**src/hw_status_consts.svh**
```systemverilog
// constants for the first equipment status group: command codes, bit positions, reset values
`ifndef HW_STATUS_CONSTS_SVH
`define HW_STATUS_CONSTS_SVH

// register width
`define STAT_WIDTH 16

// status command codes on the command port
`define CMD_RD_COND 3'h0
`define CMD_RD_RISE 3'h1
`define CMD_WR_RISE 3'h2
`define CMD_RD_FALL 3'h3
`define CMD_WR_FALL 3'h4
`define CMD_RD_EVNT 3'h5
`define CMD_RD_MASK 3'h6
`define CMD_WR_MASK 3'h7

// condition bit positions
`define BIT_ALWAYS_ZERO 15
`define BIT_RADIO_IRQ2 14
`define BIT_RADIO_IRQ1 13
`define BIT_DEC_RESULTS 12
`define BIT_DEC_LOW_LEVEL 11
`define BIT_DEC_MEASURING 10
`define BIT_DEC_ARMED 9
`define BIT_ENC_AUX_INFO 8
`define BIT_ENC_INFO 7
`define BIT_COMM_SUMMARY 6
`define BIT_LIMIT_EXCEEDED 5
`define BIT_SELF_TEST_FAIL 4
`define BIT_OVERPOWER 3
`define BIT_UNUSED_2 2
`define BIT_MIC_KEYED 1
`define BIT_BATTERY_LOW 0

// reset values
`define RST_RISE 16'hffff
`define RST_FALL 16'h0000
`define RST_EVNT 16'h0000
`define RST_MASK 16'h0000

`endif

```
**src/hw_status_pkg.sv**
```systemverilog
// types shared by the first equipment status group
package hw_status_pkg;
    // command port state: idle or a query answer pending
    typedef enum logic [0:0] {
        ST_IDLE = 1'b0,
        ST_ANSWER = 1'b1
    } resp_state_e;
    // encoder mode
    typedef enum logic [1:0] {
        ENC_ONE_FIELD = 2'b00,
        ENC_TWO_FIELD = 2'b01,
        ENC_FUNC_GEN = 2'b10
    } enc_mode_e;
endpackage

```
**src/cond_mapper.sv**
```systemverilog
// maps live hardware conditions onto the 16 condition bits
`timescale 1ns/1ns
`default_nettype none
`include "hw_status_consts.svh"
module cond_mapper
    import hw_status_pkg::*;
(
    // radio interface cards
    input wire logic radio_irq1,
    input wire logic radio_irq2,
    // signaling decoder
    input wire logic dec_results,
    input wire logic dec_low_level,
    input wire logic dec_measuring,
    input wire logic dec_armed,
    // signaling encoder
    input wire logic [1:0] enc_mode,
    input wire logic [1:0] enc_fields_sent,
    // other conditions
    input wire logic comm_summary,
    input wire logic limit_exceeded,
    input wire logic self_test_fail,
    input wire logic overpower,
    input wire logic mic_keyed,
    input wire logic battery_low,
    // mapped word
    output logic [`STAT_WIDTH-1:0] cond
);
    // field counts decoded from the encoder mode
    logic two_field;
    logic func_gen;
    assign two_field = (enc_mode_e'(enc_mode) == ENC_TWO_FIELD);
    assign func_gen = (enc_mode_e'(enc_mode) == ENC_FUNC_GEN);

    // purely combinational map; registering happens in the group
    always_comb
    begin
        cond = '0;
        cond[`BIT_ALWAYS_ZERO] = 1'b0;
        cond[`BIT_RADIO_IRQ2] = radio_irq2;
        cond[`BIT_RADIO_IRQ1] = radio_irq1;
        cond[`BIT_DEC_RESULTS] = dec_results;
        cond[`BIT_DEC_LOW_LEVEL] = dec_low_level;
        cond[`BIT_DEC_MEASURING] = dec_measuring;
        cond[`BIT_DEC_ARMED] = dec_armed;
        // both fields of a two-field mode going out
        cond[`BIT_ENC_AUX_INFO] = two_field && (enc_fields_sent == 2'h2);
        // one field out, never in function generator mode
        cond[`BIT_ENC_INFO] = !func_gen && (enc_fields_sent == 2'h1);
        cond[`BIT_COMM_SUMMARY] = comm_summary;
        cond[`BIT_LIMIT_EXCEEDED] = limit_exceeded;
        cond[`BIT_SELF_TEST_FAIL] = self_test_fail;
        cond[`BIT_OVERPOWER] = overpower;
        cond[`BIT_UNUSED_2] = 1'b0;
        cond[`BIT_MIC_KEYED] = mic_keyed;
        cond[`BIT_BATTERY_LOW] = battery_low;
    end
endmodule
`default_nettype wire

```
**src/hw_status_group.sv**
```systemverilog
// first equipment status group: condition, transition filters, event, mask and summary
// Functional notes
// - all registers 16 bits, one summary
// - event clears on query or clear-status
// - mask cleared only by reset or by writing zero
// - both filters readable and writable by command
// - mask writable and readable by command
// - condition query returns live bits, no effect
// - event query returns bits, then clears
// - condition bit 15 always zero
// - bits 14/13 radio card interrupts
// - bits 12..9 signaling decoder state
// - bit 8 both fields being sent
// - bit 7 single field being sent
// - bit 7 off in function generator
// - bit 6 communication group summary
// - bit 5 measurement limit exceeded
// - bit 4 self test, bit 3 overpower
// - bit 2 unused, mic keyed, battery low
`timescale 1ns/1ns
`default_nettype none
`include "hw_status_consts.svh"
module hw_status_group
    import hw_status_pkg::*;
#(
    parameter int WIDTH = `STAT_WIDTH
)
(
    // clock and reset
    input wire logic clk,
    input wire logic rst_n,
    // status command port
    input wire logic cmd_valid,
    input wire logic [2:0] cmd_code,
    input wire logic [WIDTH-1:0] cmd_data,
    input wire logic clear_status,
    // query answer
    output logic resp_valid,
    output logic [WIDTH-1:0] resp_data,
    // hardware conditions
    input wire logic radio_irq1,
    input wire logic radio_irq2,
    input wire logic dec_results,
    input wire logic dec_low_level,
    input wire logic dec_measuring,
    input wire logic dec_armed,
    input wire logic [1:0] enc_mode,
    input wire logic [1:0] enc_fields_sent,
    input wire logic comm_summary,
    input wire logic limit_exceeded,
    input wire logic self_test_fail,
    input wire logic overpower,
    input wire logic mic_keyed,
    input wire logic battery_low,
    // group summary message
    output logic summary
);
    // ------------------------------------------------------------
    // storage
    // ------------------------------------------------------------
    logic [WIDTH-1:0] cond_live; // mapped live conditions
    logic [WIDTH-1:0] cond_r; // registered condition word
    logic [WIDTH-1:0] cond_prev_r; // previous cycle, for edges
    logic [WIDTH-1:0] rise_r; // rising_edge_filter
    logic [WIDTH-1:0] fall_r; // falling_edge_filter
    logic [WIDTH-1:0] evnt_r; // latched_events
    logic [WIDTH-1:0] evnt_nxt;
    logic [WIDTH-1:0] mask_r; // summary_mask
    logic [WIDTH-1:0] edge_set; // new events this cycle
    logic prev_valid_r; // edges only after first sample
    resp_state_e state_r;
    logic rd_evnt; // event query this cycle

    // ------------------------------------------------------------
    // condition mapping
    // ------------------------------------------------------------
    cond_mapper u_map (
        .radio_irq1(radio_irq1),
        .radio_irq2(radio_irq2),
        .dec_results(dec_results),
        .dec_low_level(dec_low_level),
        .dec_measuring(dec_measuring),
        .dec_armed(dec_armed),
        .enc_mode(enc_mode),
        .enc_fields_sent(enc_fields_sent),
        .comm_summary(comm_summary),
        .limit_exceeded(limit_exceeded),
        .self_test_fail(self_test_fail),
        .overpower(overpower),
        .mic_keyed(mic_keyed),
        .battery_low(battery_low),
        .cond(cond_live)
    );

    // sample conditions once so edge detection sees a stable pair
    always_ff @(posedge clk)
    begin
        if (!rst_n)
        begin
            cond_r <= '0;
            cond_prev_r <= '0;
            prev_valid_r <= 1'b0;
        end
        else
        begin
            cond_r <= cond_live;
            // first sample after reset seeds the previous word too, so reset zeros never look like an edge
            cond_prev_r <= prev_valid_r ? cond_r : cond_live;
            prev_valid_r <= 1'b1;
        end
    end

    // ------------------------------------------------------------
    // transition filters and event latching
    // ------------------------------------------------------------
    // one generate lane per bit keeps the filter logic obvious
    for (genvar i = 0; i < WIDTH; i++)
    begin : g_edge
        assign edge_set[i] = prev_valid_r &&
            ((rise_r[i] && cond_r[i] && !cond_prev_r[i]) ||
             (fall_r[i] && !cond_r[i] && cond_prev_r[i]));
    end

    assign rd_evnt = cmd_valid && (cmd_code == `CMD_RD_EVNT);

    // clear first, then set: an edge in the clearing cycle survives
    always_comb
    begin
        evnt_nxt = evnt_r;
        if (rd_evnt || clear_status)
        begin
            evnt_nxt = '0;
        end
        evnt_nxt = evnt_nxt | edge_set;
    end

    always_ff @(posedge clk)
    begin
        if (!rst_n)
            evnt_r <= `RST_EVNT;
        else
            evnt_r <= evnt_nxt;
    end

    // ------------------------------------------------------------
    // writable registers
    // ------------------------------------------------------------
    // filters and mask take the whole written word
    always_ff @(posedge clk)
    begin
        if (!rst_n)
        begin
            rise_r <= `RST_RISE;
            fall_r <= `RST_FALL;
            mask_r <= `RST_MASK;
        end
        else if (cmd_valid)
        begin
            case (cmd_code)
                `CMD_WR_RISE: rise_r <= cmd_data;
                `CMD_WR_FALL: fall_r <= cmd_data;
                // mask only changes on write; zero is the only clear
                `CMD_WR_MASK: mask_r <= cmd_data;
                default: ;
            endcase
        end
    end

    // ------------------------------------------------------------
    // query answers
    // ------------------------------------------------------------
    // answer is one cycle after the query; event value is pre-clear
    always_ff @(posedge clk)
    begin
        if (!rst_n)
        begin
            state_r <= ST_IDLE;
            resp_data <= '0;
        end
        else
        begin
            state_r <= ST_IDLE;
            if (cmd_valid)
            begin
                case (cmd_code)
                    `CMD_RD_COND:
                    begin
                        resp_data <= cond_r;
                        state_r <= ST_ANSWER;
                    end
                    `CMD_RD_RISE:
                    begin
                        resp_data <= rise_r;
                        state_r <= ST_ANSWER;
                    end
                    `CMD_RD_FALL:
                    begin
                        resp_data <= fall_r;
                        state_r <= ST_ANSWER;
                    end
                    `CMD_RD_EVNT:
                    begin
                        resp_data <= evnt_r;
                        state_r <= ST_ANSWER;
                    end
                    `CMD_RD_MASK:
                    begin
                        resp_data <= mask_r;
                        state_r <= ST_ANSWER;
                    end
                    default: ;
                endcase
            end
        end
    end

    assign resp_valid = (state_r == ST_ANSWER);

    // ------------------------------------------------------------
    // summary message
    // ------------------------------------------------------------
    always_ff @(posedge clk)
    begin
        if (!rst_n)
            summary <= 1'b0;
        else
            summary <= |(evnt_nxt & mask_r);
    end

    // ------------------------------------------------------------
    // assertions
    // ------------------------------------------------------------
    a_bit15_zero: assert property (@(posedge clk) disable iff (!rst_n)
        !cond_r[`BIT_ALWAYS_ZERO])
        else $error("condition bit 15 not zero");

    a_evnt_rd_clear: assert property (@(posedge clk) disable iff (!rst_n)
        rd_evnt |=> ((evnt_r & ~$past(edge_set)) == '0))
        else $error("event not cleared by query");

    a_cls_clear: assert property (@(posedge clk) disable iff (!rst_n)
        clear_status |=> ((evnt_r & ~$past(edge_set)) == '0))
        else $error("event not cleared by clear status");

    a_evnt_rd_value: assert property (@(posedge clk) disable iff (!rst_n)
        rd_evnt |=> (resp_valid && resp_data == $past(evnt_r)))
        else $error("event query returned wrong value");

    a_cond_rd_value: assert property (@(posedge clk) disable iff (!rst_n)
        (cmd_valid && cmd_code == `CMD_RD_COND) |=> (resp_valid && resp_data == $past(cond_r)))
        else $error("condition query wrong");

    a_mask_hold: assert property (@(posedge clk) disable iff (!rst_n)
        !(cmd_valid && cmd_code == `CMD_WR_MASK) |=> mask_r == $past(mask_r))
        else $error("mask changed without write");

    a_mask_write: assert property (@(posedge clk) disable iff (!rst_n)
        (cmd_valid && cmd_code == `CMD_WR_MASK) |=> mask_r == $past(cmd_data))
        else $error("mask write lost");

    a_rise_write: assert property (@(posedge clk) disable iff (!rst_n)
        (cmd_valid && cmd_code == `CMD_WR_RISE) |=> rise_r == $past(cmd_data))
        else $error("rising filter write lost");

    a_edge_latch: assert property (@(posedge clk) disable iff (!rst_n)
        (prev_valid_r && (rise_r & cond_r & ~cond_prev_r) != '0) |=>
        (evnt_r & $past(rise_r & cond_r & ~cond_prev_r)) == $past(rise_r & cond_r & ~cond_prev_r))
        else $error("rising edge not latched");

    a_summary_or: assert property (@(posedge clk) disable iff (!rst_n)
        ##1 summary == |($past(evnt_nxt) & $past(mask_r)))
        else $error("summary mismatch");

    a_info_fgen: assert property (@(posedge clk) disable iff (!rst_n)
        (enc_mode_e'(enc_mode) == ENC_FUNC_GEN) |=> !cond_r[`BIT_ENC_INFO])
        else $error("info bit active in function generator");

    a_fall_write: assert property (@(posedge clk) disable iff (!rst_n)
        (cmd_valid && cmd_code == `CMD_WR_FALL) |=> fall_r == $past(cmd_data))
        else $error("falling filter write lost");

    a_fall_latch: assert property (@(posedge clk) disable iff (!rst_n)
        (prev_valid_r && (fall_r & ~cond_r & cond_prev_r) != '0) |=>
        (evnt_r & $past(fall_r & ~cond_r & cond_prev_r)) == $past(fall_r & ~cond_r & cond_prev_r))
        else $error("falling edge not latched");

    // writes never produce an answer strobe
    a_write_quiet: assert property (@(posedge clk) disable iff (!rst_n)
        (cmd_valid && (cmd_code == `CMD_WR_RISE || cmd_code == `CMD_WR_FALL || cmd_code == `CMD_WR_MASK)) |=> !resp_valid)
        else $error("write produced an answer");

    // a condition query must leave the event register alone
    a_cond_rd_pure: assert property (@(posedge clk) disable iff (!rst_n)
        (cmd_valid && cmd_code == `CMD_RD_COND && !clear_status) |=> evnt_r == ($past(evnt_r) | $past(edge_set)))
        else $error("condition query altered events");

    c_event_query: cover property (@(posedge clk) disable iff (!rst_n)
        rd_evnt && evnt_r != '0);
    c_summary_high: cover property (@(posedge clk) disable iff (!rst_n)
        $rose(summary));
    c_fall_event: cover property (@(posedge clk) disable iff (!rst_n)
        (fall_r & ~cond_r & cond_prev_r) != '0);
    c_set_on_clear: cover property (@(posedge clk) disable iff (!rst_n)
        clear_status && edge_set != '0);
endmodule
`default_nettype wire

```
**config.mk**
```make
export PLATFORM = sky130hd
export DESIGN_NAME = hw_status_group
export DESIGN_NICKNAME = d
export VERILOG_FILES = /design/src/hw_status_pkg.sv /design/src/cond_mapper.sv /design/src/hw_status_group.sv
export VERILOG_INCLUDE_DIRS = /design/src
export SDC_FILE = /design/constraint.sdc
export NUM_CORES = 1
export LEC_CHECK = 0
export ABC_AREA = 1
export BUFFER_PORTS_ARGS = -buffer_cell sky130_fd_sc_hd__buf_2
export CORE_UTILIZATION = 40
export DETAILED_ROUTE_END_ITERATION = 8
export GPL_TIMING_DRIVEN = 0
export PLACE_DENSITY_LB_ADDON = 0.1
export SYNTH_ARGS = -nofsm -noshare
export SYNTH_HDL_FRONTEND = slang
export SYNTH_SLANG_ARGS = --single-unit
```
**constraint.sdc**
```tcl
create_clock -name clk -period 3.4 [get_ports clk]
set_input_delay 0 -clock clk [delete_from_list [all_inputs] [get_ports clk]]
set_output_delay 0 -clock clk [all_outputs]
set_load 0.02 [all_outputs]
```
# == After elaboration in Yosys (flattened, before gate mapping) ==
# Index checks and enable logic that the tools add are counted.
# op_classes
n_eq_ne,11
mux,5
bitwise,2
n_reduce_logical,143
# ops
op,n
1-bit logical AND,81
16-bit case mux with 5 select lines,1
1-bit zero test,31
1-bit logical OR,17
16-bit bitwise AND,1
16-bit two-way mux,1
16-bit bitwise OR,1
16-bit OR reduction,1
15-bit two-way mux,1
"3-bit equality test, second input constant",4
2-bit AND reduction,6
"3-bit by 2-bit equality test with 1-bit output, second input constant",2
5-bit nonzero test,1
5-bit OR reduction,1
"2-bit by 1-bit equality test with 1-bit output, second input constant",2
"2-bit equality test, second input constant",2
"3-bit by 1-bit equality test with 1-bit output, second input constant",1
3-bit zero test,1
"1-bit logical AND, second input constant",2
"1-bit zero test, first input constant",2
1-bit two-way mux,2
# totals
register_bits,113
inputBits,39
output_inout_bits,18
wordCells,172

# == Logic depth before layout (Yosys ltp) ==
# Gate-level depths: netlist of the first run.
# logic_depth
depth_word,8
mapped_depth,11
mapped_depth_nobuf,11

# == Cells and area by module ==
# A second synthesis of the first run with hierarchy kept.
# unflattened
hier_cells,676
hier_area_um2,5016.1
# modules_own_cells
module,instances,cells_each,area_per_inst_um2,seq_area_each_um2
hw_status_group,1,652,4873.4,2302.2
cond_mapper,1,24,142.6,0.0

# == Worst setup path before layout of the first run ==
# OpenSTA, ideal clock, no wires.
# synth_timing
path_type,reg-to-reg
start,reg prev_valid_r
end,reg summary
t_arrival_ns,1.185
required_time_ns,3.272
setup_slack_ns,2.087
path_stages_with_launch,12
period_less_slack_ns,1.313
cell_sequence,dfxtp_1 > inv_1 > clkbuf_1 > a21oi_1 > nand2_1 > nand2_1 > nand2_1 > nand2_1 > nor2_1 > nand2_1 > nor2_1 > nor2_1
# synth_between
elab_chain_cells,4
# synth_lines
item,line_no,source
"start, declared",hw_status_group.sv:70,logic prev_valid_r;
"start signal, assigned",hw_status_group.sv:102,prev_valid_r <= 1'b0;
"start signal, assigned",hw_status_group.sv:109,prev_valid_r <= 1'b1;
1-bit logical AND,hw_status_group.sv:119,assign edge_set[i] = prev_valid_r &&
16-bit bitwise OR (*),hw_status_group.sv:134,evnt_nxt = evnt_nxt | edge_set;
16-bit bitwise AND (*),hw_status_group.sv:227,summary <= |(evnt_nxt & mask_r);
16-bit OR reduction (*),hw_status_group.sv:227,
"end signal, assigned",hw_status_group.sv:227,
"end, declared",hw_status_group.sv:56,output logic summary
# Every way passes the cells marked *; elsewhere a longest branch is shown, timed or not.
# A chain may end at the register's enable or synchronous reset.

# == Final worst setup path of the first run ==
# layout_timing
start,in rst_n
end,reg evnt_r[9]
# layout_lines
item,line_no,source
"start, declared",hw_status_group.sv:31,"input wire logic rst_n,"
"end signal, assigned",hw_status_group.sv:140,evnt_r <= `RST_EVNT;
"end signal, assigned",hw_status_group.sv:142,evnt_r <= evnt_nxt;
"end, declared",hw_status_group.sv:66,logic [WIDTH-1:0] evnt_r;
# No word-level cell between the ends.

==> impl_metrics.json, run 1 <==
{
  "multi_input_comb_area_um2": 2072,
  "leading_post_synthesis_cells_by_cell_area": "sky130_fd_sc_hd__dfxtp_1, sky130_fd_sc_hd__nand2_1, sky130_fd_sc_hd__o21ai_0",
  "max_cap_violations": 0,
  "crit_path_top_delay_cell": "sky130_fd_sc_hd__clkbuf_1",
  "drc_errors": 0,
  "cts-root-buf": "sky130_fd_sc_hd__clkbuf_16",
  "design.final.nets": 816,
  "post_synth_inst_count": 678,
  "syn-num-nets": 717,
  "cts_buffers": 9,
  "grt_start_max_net_pins": 17,
  "clock_insertion_delay_worst_skew_ns": 0.35,
  "outcome": "finished clean",
  "mappedNetlistArea_um2": 4691,
  "final_worst_path_period_share": 0.6386,
  "cpPeakStageDelay_ns": 0.66,
  "setup_repair_after_global_routing_missed_its_margin": "no",
  "max_clock_freq_mhz": 460.6,
  "hold_class": "input pin to register",
  "yosysTopAreaCell": "sky130_fd_sc_hd__dfxtp_1",
  "crit_type": "input pin to register",
  "dp.final_hpwl_um": 10480,
  "yosys_warnings": 0,
  "antenna_left": 0,
  "timing.critical_path.buf_inv": 6,
  "synthesized_area_divided_by_synthesized_cell_count_um2": 6.919,
  "grt_pass1_wl_um": 23920,
  "slew_violations": 0,
  "placement.cell_area_um2": 5150,
  "fin_tns_setup_ns": 0,
  "cts_setup_buffers": 0,
  "post_cts_resized": 0,
  "finalWorstPathRequiredPeriod_ns": 2.171,
  "grt-ovfl-total": 0,
  "critical_path_cell_by_cell": "dlygate4sd3_1, buf_2, clkbuf_1, inv_1, clkbuf_1, clkbuf_1, a21oi_1",
  "core_region_area_um2": 11420,
  "cts.sinks": 111,
  "place_inst": 877,
  "critPathArrivalTime_ns": 2.37,
  "floorplan.rows": 39,
  "clock_power_share": 0.396,
  "postRouteWirelength_um": 15880,
  "cts.clk_slew.worst_paths_ns": 0.07,
  "final_cell_area_um2": 5783,
  "layout.area.seq_um2": 2222,
  "hold_buffers": 32,
  "critical_path.top_delay_family": "buffers and inverters",
  "layout-area-overhead-vs-synth_pct": 23.29,
  "worstSetupEndpointType": "register",
  "clk_path_buf_depth": 2,
  "worst_path_most_repeated_cell": "sky130_fd_sc_hd__clkbuf_1",
  "power_report.internal_total_mw": 2.137,
  "placement.io_buffers": 56,
  "p_sw_mw": 0.7209,
  "finish.utilization": 0.5065,
  "finClkSkew_ns": 0.006424,
  "pwr-share-comb": 0.117,
  "ys_seq_area_frac": 0.4737,
  "synthDominantCellAreaShare": 0.4737,
  "layout.filler_cells": 1193,
  "setup.reg_to_reg.worst_slack_ns": 1.24,
  "starting_density_of_the_core": 0.4108,
  "power.sequential.fraction": 0.487,
  "placement.setup.worst_slack_ns": 1.331,
  "crit_fanout": 10,
  "die_x_um": 110.3,
  "detailedRoute.firstIterationViolations": 353,
  "initial_antenna_violation_count": 0,
  "p_sw_frac": 0.2522,
  "pin_count": 57,
  "synth_seq_cells": 111,
  "final-setup-viol-count": 0,
  "startpoint_type": "input pin",
  "avgViaCountPerCell": 5.194,
  "timing.final.ws_setup_ns": 1.229,
  "fp.dieArea_um2": 12160,
  "antenna_cells_inserted": 0,
  "vias": 4799,
  "chipHeight_um": 110.3,
  "clock_tree.htree_level_count": 3,
  "clock_tree_from_tritoncts": "built",
  "synth_cell_types": 23,
  "slew_margin_rel": 0.3970,
  "worst_ir_drop_vdd_mv": 0.3236,
  "drt_pre_antenna_iters": 5,
  "final_hold_vios": 0,
  "tightest_slew_ns": 0.9012,
  "cellLeakagePower_nw": 2.625,
  "grt_pass1_vias": 4348,
  "drive_gt1_frac": 0.1101,
  "power_density_nw_per_um2": 494.2,
  "global_placer_s_final_weighted_congestion": 0.8482,
  "grt_util_all_layers": 0.2762,
  "routed_wire_length_per_instance_um": 17.19,
  "post_layout_nonfiller_instances": 924,
  "cp.required_ns": 3.60
}
==> area by class of cell <==
type                            instances  area share
Buffer                                 31     0.02380
Clock buffer                           11     0.04197
Clock inverter                          4     0.01212
Inverter                               69     0.04479
Multi-Input combinational cell        467      0.3583
Sequential cell                       111      0.3842
Tap cell                              143     0.03094
Timing Repair Buffer                   88      0.1039
==> final timing paths <==
check	start	to	cells after the start
worst min-delay path	enc_mode[1]	cond_r[7]	4
worst min register to register	resp_data[3]	resp_data[3]	2
worst max register to register	prev_valid_r	summary	11
worst max-delay path	rst_n	evnt_r[9]	7
==> per-layer routing <==
| layer | vias to the layer above | GRT usage | routed length [um] |
|---|---|---|---|
| met5 | - | 0 | 0 |
| met4 | 0 | 0.1081 | 359 |
| met3 | 22 | 0.03233 | 1120 |
| met2 | 171 | 0.4392 | 7204 |
| met1 | 2225 | 0.3813 | 7194 |
| li1 | 2381 | - | - |
==> placed cells by master, fill, tap and decap left out, types with 9 or more instances in the layout <==
master	n
sky130_fd_sc_hd__nand2_1	194
sky130_fd_sc_hd__dfxtp_1	111
sky130_fd_sc_hd__nor2_1	74
sky130_fd_sc_hd__o21ai_0	67
sky130_fd_sc_hd__inv_1	65
sky130_fd_sc_hd__buf_2	61
sky130_fd_sc_hd__a21oi_1	57
sky130_fd_sc_hd__nand3_1	39
sky130_fd_sc_hd__dlygate4sd3_1	32
sky130_fd_sc_hd__clkbuf_1	20
sky130_fd_sc_hd__nand4_1	15
sky130_fd_sc_hd__a211oi_1	11
sky130_fd_sc_hd__clkbuf_16	9
==> cells by family (layout without fill, tap and decap cells) <==
kind of cell | Yosys count | after routing | share of synthesized area
compound gates | 138 | 138 | 0.1552
flops | 111 | 111 | 0.4737
buf+inv | 100 | 203 | 0.08455
simple gates | 329 | 329 | 0.2865
==> state kept, by name, indices dropped and copies added (netlist names) <==
signal        flops
resp_valid        1
fall_r           16
summary           1
cond_r           14
prev_valid_r      1
mask_r           16
cond_prev_r      14
evnt_r           16
rise_r           16
resp_data        16
==> metrics by stage <==
stage	total power [mW]	hold WS, ns
4_1_cts	2.869	0.01957
6_report	2.858	0.01560
3_3_place_gp	1.716	0.1445
5_1_grt	2.975	0.02263
3_5_place_dp	1.722	0.1496
2_1_floorplan	1.592	0.02772
==> cell usage after synthesis <==
library cell / instances
sky130_fd_sc_hd__a21o_1: 1
sky130_fd_sc_hd__inv_2: 3
sky130_fd_sc_hd__buf_4: 4
sky130_fd_sc_hd__nor3_1: 3
sky130_fd_sc_hd__nand3b_1: 1
sky130_fd_sc_hd__o21ai_0: 67
sky130_fd_sc_hd__nor2_1: 74
sky130_fd_sc_hd__nand3_1: 39
sky130_fd_sc_hd__a31oi_2: 1
sky130_fd_sc_hd__buf_2: 5
sky130_fd_sc_hd__nor3_2: 1
sky130_fd_sc_hd__inv_1: 65
sky130_fd_sc_hd__nand2_1: 194
sky130_fd_sc_hd__dfxtp_1: 111
sky130_fd_sc_hd__clkinv_1: 1
sky130_fd_sc_hd__a21oi_1: 57
sky130_fd_sc_hd__nand4_1: 15
sky130_fd_sc_hd__buf_1: 3
sky130_fd_sc_hd__nor2_2: 1
sky130_fd_sc_hd__nand3_2: 1
sky130_fd_sc_hd__a211oi_1: 11
sky130_fd_sc_hd__o21ai_1: 1
sky130_fd_sc_hd__clkbuf_1: 19
==> worst min-delay path: cells and delay by family <==
family	cells	cell delay [ns]
and+or+nand+nor	3	0.23
buffers and inverters	1	0.08
==> power groups by stage <==
| stage | sequential [mW] | clock [mW] | combinational (mW) |
|---|---|---|---|
| floorplan | 1.43 | 0 | 0.166 |
| finish | 1.39 | 1.13 | 0.333 |
| detailed placement | 1.42 | 0 | 0.301 |
| global placement | 1.42 | 0 | 0.297 |
| CTS | 1.39 | 1.15 | 0.329 |
| global route | 1.40 | 1.21 | 0.368 |
Note: power is estimated with default switching activity, not from simulation.
==> run 2, diff against run 1 <==
==> constraint.sdc (replaced) <==
create_clock -name clk -period 2.1 [get_ports clk]
set_input_delay 0 -clock clk [delete_from_list [all_inputs] [get_ports clk]]
set_output_delay 0 -clock clk [all_outputs]
set_load 0.02 [all_outputs]
==> run 2 against run 1 <==
Effect of this change: die area unchanged; clock skew up 0.00074 ns; hold slack about the same; core utilization about the same; sequential cell count unchanged; sequential power up 62%; via count up 0.44%; highest routed layer unchanged.
==> impl_metrics.json, run 2 (same netlist as run 1, synthesis figures left out) <==
{
  "outcome": "finished clean",
  "slew_margin_rel": 0.3905,
  "worst_path_most_repeated_cell": "sky130_fd_sc_hd__nand2_1",
  "place_inst": 877,
  "floorplan.rows": 39,
  "max_cap_violations": 0,
  "clock_tree_from_tritoncts": "built",
  "grt-ovfl-total": 0,
  "tightest_slew_ns": 0.9109,
  "worst_ir_drop_vdd_mv": 0.5247,
  "final_worst_path_period_share": 0.9371,
  "cts-root-buf": "sky130_fd_sc_hd__clkbuf_16",
  "grt_pass1_wl_um": 23910,
  "cts.sinks": 111,
  "critPathArrivalTime_ns": 2.18,
  "global_placer_s_final_weighted_congestion": 0.8482,
  "final_hold_vios": 0,
  "post_layout_nonfiller_instances": 924,
  "startpoint_type": "register",
  "drt_pre_antenna_iters": 5,
  "initial_antenna_violation_count": 0,
  "critical_path_cell_by_cell": "inv_1, clkbuf_2, a21oi_1, nand2_1, nand2_1, nand2_1, nand2_1, nor2_1, nand2_1, nor2_1, nor2_1",
  "detailedRoute.firstIterationViolations": 346,
  "grt_pass1_vias": 4341,
  "clock_insertion_delay_worst_skew_ns": 0.35,
  "dp.final_hpwl_um": 10480,
  "max_clock_freq_mhz": 508.2,
  "final_common_cell": "sky130_fd_sc_hd__nand2_1",
  "hold_class": "input pin to register",
  "final-setup-viol-count": 0,
  "cellLeakagePower_nw": 2.628,
  "fin_tns_setup_ns": 0,
  "vias": 4820,
  "cpPeakStageDelay_ns": 0.37,
  "finClkSkew_ns": 0.007165,
  "layout.filler_cells": 1192,
  "layout-area-overhead-vs-synth_pct": 23.31,
  "cts_buffers": 9,
  "grt_start_max_net_pins": 17,
  "pin_count": 57,
  "commonest_cells_after_routing_fill_and_taps_aside": "sky130_fd_sc_hd__nand2_1, sky130_fd_sc_hd__dfxtp_1, sky130_fd_sc_hd__nor2_1",
  "postRouteWirelength_um": 15860,
  "finalWorstPathRequiredPeriod_ns": 1.968,
  "setup_repair_after_global_routing_missed_its_margin": "no",
  "worstSetupEndpointType": "register",
  "cts.clk_slew.worst_paths_ns": 0.07,
  "finish.utilization": 0.5066,
  "hold_ws_ns": 0.01592,
  "antenna_cells_inserted": 0,
  "avgViaCountPerCell": 5.216,
  "cp.required_ns": 2.32,
  "core_region_area_um2": 11420,
  "clock_tree.htree_level_count": 3,
  "crit_fanout": 10,
  "drc_errors": 0,
  "starting_density_of_the_core": 0.4108,
  "grt_util_all_layers": 0.2760,
  "die_x_um": 110.3,
  "design.final.nets": 816,
  "chipHeight_um": 110.3,
  "cts_setup_buffers": 0,
  "placement.io_buffers": 56,
  "fp.dieArea_um2": 12160,
  "drive_gt1_frac": 0.1114,
  "crit_type": "register to register",
  "power_density_nw_per_um2": 801.0,
  "slew_violations": 0,
  "antenna_left": 0,
  "routed_wire_length_per_instance_um": 17.16,
  "clk_path_buf_depth": 2,
  "crit_path_top_delay_cell": "sky130_fd_sc_hd__clkbuf_2"
}
-- run 2: worst paths after layout --
path | start | end | slack, ns | cells after the start
worst max-delay path | prev_valid_r | summary | 0.13 | 11
worst min-delay path | enc_mode[1] | cond_r[7] | 0.02 | 4
worst max register to register | prev_valid_r | summary | 0.13 | 11
worst min register to register | resp_data[3] | resp_data[3] | 0.46 | 2
-- run 2: critical path, delay by kind of cell (launching register included) --
family          cells  cell delay [ns]
simple gates        8             0.73
flops               1             0.31
buf+inv             2             0.73
compound gates      1             0.08
-- run 2: through the flow --
step	worst slack (ns)	power, mW	cell area [um^2]
floorplan	0.7870	2.578	4691
global placement	0.02586	2.778	5150
detailed placement	0.03071	2.787	5150
CTS	0.01758	4.645	5783
global route	0.0006191	4.817	5784
finish	0.1321	4.634	5784
-- run 2: area by class of cell --
class,count,area (um^2),share of cell area
Multi-Input combinational cell,467,2072,0.3582
Inverter,69,259.0,0.04478
Tap cell,143,178.9,0.03093
Clock inverter,4,70.07,0.01211
Buffer,31,138.9,0.02401
Timing Repair Buffer,88,600.6,0.1038
Sequential cell,111,2222,0.3842
Clock buffer,11,242.7,0.04196
-- run 2: layer usage --
layer  global-route usage  up-vias  wire length, um
met5                    0        -                0
met4               0.1081        0              302
met3              0.03233       19             1105
met2               0.4379      163             7236
met1               0.3817     2257             7214
li1                     -     2381                -
-- run 2: repair_timing --
action | 4_1_cts | 5_1_grt
hold endpoints to repair | 72 | 0
gates resized for setup | 0 | 2
hold buffers | 32 | 0
setup endpoints to repair | 0 | 1
-- run 2: power breakdown --
group,internal [mW],total [mW],switching [mW]
Sequential,2.20,2.25,0.0529
Clock,1.07,1.84,0.770
Combinational,0.191,0.541,0.350
Total,3.46,4.63,1.17
==> run 3, diff against run 2 <==
--- a/config.mk
+++ b/config.mk
@@ -10,7 +10,6 @@
 export BUFFER_PORTS_ARGS = -buffer_cell sky130_fd_sc_hd__buf_2
 export CORE_UTILIZATION = 40
 export DETAILED_ROUTE_END_ITERATION = 8
-export GPL_TIMING_DRIVEN = 0
 export PLACE_DENSITY_LB_ADDON = 0.1
 export SYNTH_ARGS = -nofsm -noshare
 export SYNTH_HDL_FRONTEND = slang
==> run 3 against run 2 <==
Effect of this change: combinational power down 7.0%; sequential cell count unchanged; die area unchanged; via count down 4.0%; critical path depth unchanged; clock power down 5%; setup slack better by 0.51 ns.
==> impl_metrics.json, run 3 (same netlist as run 1, synthesis figures left out) <==
{
  "layout.filler_cells": 1186,
  "finalWorstPathRequiredPeriod_ns": 1.456,
  "floorplan.rows": 39,
  "final_worst_path_period_share": 0.6934,
  "final-setup-viol-count": 0,
  "drt_pre_antenna_iters": 5,
  "vias": 4628,
  "drc_errors": 0,
  "crit_type": "register to register",
  "grt_pass1_vias": 4258,
  "final_common_cell": "sky130_fd_sc_hd__nand2_1",
  "power_report.internal_total_mw": 3.370,
  "cts.clk_slew.worst_paths_ns": 0.07,
  "starting_density_of_the_core": 0.4108,
  "initial_antenna_violation_count": 0,
  "clock_power_share": 0.387,
  "max_cap_violations": 0,
  "grt-ovfl-total": 0,
  "cp.required_ns": 2.32,
  "cts.sinks": 111,
  "critPathArrivalTime_ns": 1.68,
  "setup_repair_after_global_routing_missed_its_margin": "no",
  "final_hold_vios": 0,
  "layout-area-overhead-vs-synth_pct": 22.86,
  "pin_count": 57,
  "antenna_left": 0,
  "p_sw_frac": 0.2511,
  "chipHeight_um": 110.3,
  "startpoint_type": "register",
  "commonest_cells_after_routing_fill_and_taps_aside": "sky130_fd_sc_hd__nand2_1, sky130_fd_sc_hd__dfxtp_1, sky130_fd_sc_hd__nor2_1",
  "fp.dieArea_um2": 12160,
  "placement.io_buffers": 56,
  "antenna_cells_inserted": 0,
  "clock_insertion_delay_worst_skew_ns": 0.35,
  "placement.setup.worst_slack_ns": 0.4713,
  "clock_tree.htree_level_count": 3,
  "power_density_nw_per_um2": 780.9,
  "worst_r2r_path_depth": 11,
  "outcome": "finished clean",
  "cellLeakagePower_nw": 2.642,
  "detailedRoute.firstIterationViolations": 314,
  "finClkSkew_ns": 0.004405,
  "setup.reg_to_reg.worst_slack_ns": 0.64,
  "grt_util_all_layers": 0.2468,
  "dp.final_hpwl_um": 8686,
  "hold_class": "input pin to register",
  "slew_violations": 0,
  "clk_path_buf_depth": 2,
  "timing.final.ws_setup_ns": 0.6439,
  "max_clock_freq_mhz": 686.8,
  "grt_start_max_net_pins": 48,
  "worstSetupEndpoint": "summary",
  "global_placer_s_final_weighted_congestion": 0.7844,
  "grt_pass1_wl_um": 22140,
  "worstSetupEndpointType": "register",
  "p_sw_mw": 1.130,
  "routed_wire_length_per_instance_um": 15.13,
  "power.sequential.fraction": 0.501,
  "worst_r2r_startpoint": "prev_valid_r",
  "avgViaCountPerCell": 5.080,
  "worst_ir_drop_vdd_mv": 0.5997,
  "clock_tree_from_tritoncts": "built",
  "power.total_mw": 4.501,
  "cts-root-buf": "sky130_fd_sc_hd__clkbuf_16",
  "crit_fanout": 20,
  "post_cts_resized": 0,
  "tightest_slew_ns": 0.5993,
  "core_region_area_um2": 11420,
  "critPathLaunch": "prev_valid_r",
  "fin_tns_setup_ns": 0,
  "cts_buffers": 9,
  "design.final.nets": 803,
  "drive_gt1_frac": 0.1263,
  "postRouteWirelength_um": 13780,
  "pwr-share-comb": 0.112,
  "die_x_um": 110.3,
  "slew_margin_rel": 0.6004,
  "worst_r2r_endpoint": "summary"
}
[run 3: cell types whose count changed in the layout (fill, tap and decap cells not counted)]
cell / change
sky130_fd_sc_hd__buf_1: -3
sky130_fd_sc_hd__buf_2: -5
sky130_fd_sc_hd__buf_4: +15
sky130_fd_sc_hd__bufinv_16: -1
sky130_fd_sc_hd__clkbuf_1: -19
sky130_fd_sc_hd__clkbuf_2: -1
sky130_fd_sc_hd__clkbuf_8: +1
sky130_fd_sc_hd__clkinv_2: +1
sky130_fd_sc_hd__dlygate4sd3_1: -1
[run 3: worst min-delay path by stage]
stage	startpoint	endpoint	slack (ns)	depth (start not counted)
floorplan	rst_n	prev_valid_r	0.03	0
finish	enc_mode[1]	cond_r[7]	0.01	4
CTS	enc_mode[1]	cond_r[7]	0.02	4
detailed placement	dec_measuring	cond_r[10]	0.20	3
global route	enc_mode[1]	cond_r[7]	0.04	4
global placement	comm_summary	cond_r[6]	0.19	3
[run 3: final cells by class]
cell class,instances,area [um^2],share of cell area
Clock buffer,11,252.7,0.04386
Clock inverter,4,45.04,0.007816
Inverter,69,259.0,0.04494
Multi-Input combinational cell,467,2072,0.3595
Sequential cell,111,2222,0.3856
Tap cell,143,178.9,0.03105
Timing Repair Buffer,106,733.2,0.1272
[run 3: what timing repair did]
action                                  CTS  global route
hold buffers                             31             0
setup buffers                             0             0
hold endpoints to repair                 74             0
endpoints found under the setup margin    0             0
[run 3: layer usage]
layer	up-vias	routed length, um	global-route usage
met1	2150	6645	0.3419
met3	11	687	0.05409
met4	0	138	0.05639
li1	2347	-	-
met2	120	6308	0.3913
met5	-	0	0
[run 3: critical path, stage by stage (launching register included)]
cell                      delay, ns
sky130_fd_sc_hd__dfxtp_1       0.32
sky130_fd_sc_hd__buf_4         0.21
sky130_fd_sc_hd__nand3_1       0.11
sky130_fd_sc_hd__nand2_1       0.05
sky130_fd_sc_hd__nand2_1       0.08
sky130_fd_sc_hd__nand2_1       0.06
sky130_fd_sc_hd__nand2_1       0.06
sky130_fd_sc_hd__nand2_1       0.05
sky130_fd_sc_hd__nor2_1        0.14
sky130_fd_sc_hd__nand2_1       0.09
sky130_fd_sc_hd__nor2_1        0.10
sky130_fd_sc_hd__nor2_1        0.04
[run 3: metrics by stage]
stage	hold slack, ns	utilization	instances	area, um^2
floorplan	0.02772	-	678	4691
global placement	0.1905	0.4515	865	5155
detailed placement	0.1961	0.4515	865	5155
CTS	0.01893	0.5047	911	5763
global route	0.03785	0.5047	911	5763
finish	0.01358	0.5047	911	5763
[run 3: power groups by stage]
| stage | registers (mW) | clock network [mW] | logic (mW) |
|---|---|---|---|
| after floorplan | 2.31 | 0 | 0.269 |
| after global placement | 2.30 | 0 | 0.453 |
| after detailed placement | 2.30 | 0 | 0.459 |
| after CTS | 2.26 | 1.77 | 0.505 |
| after global routing | 2.27 | 1.87 | 0.566 |
| final | 2.26 | 1.74 | 0.503 |
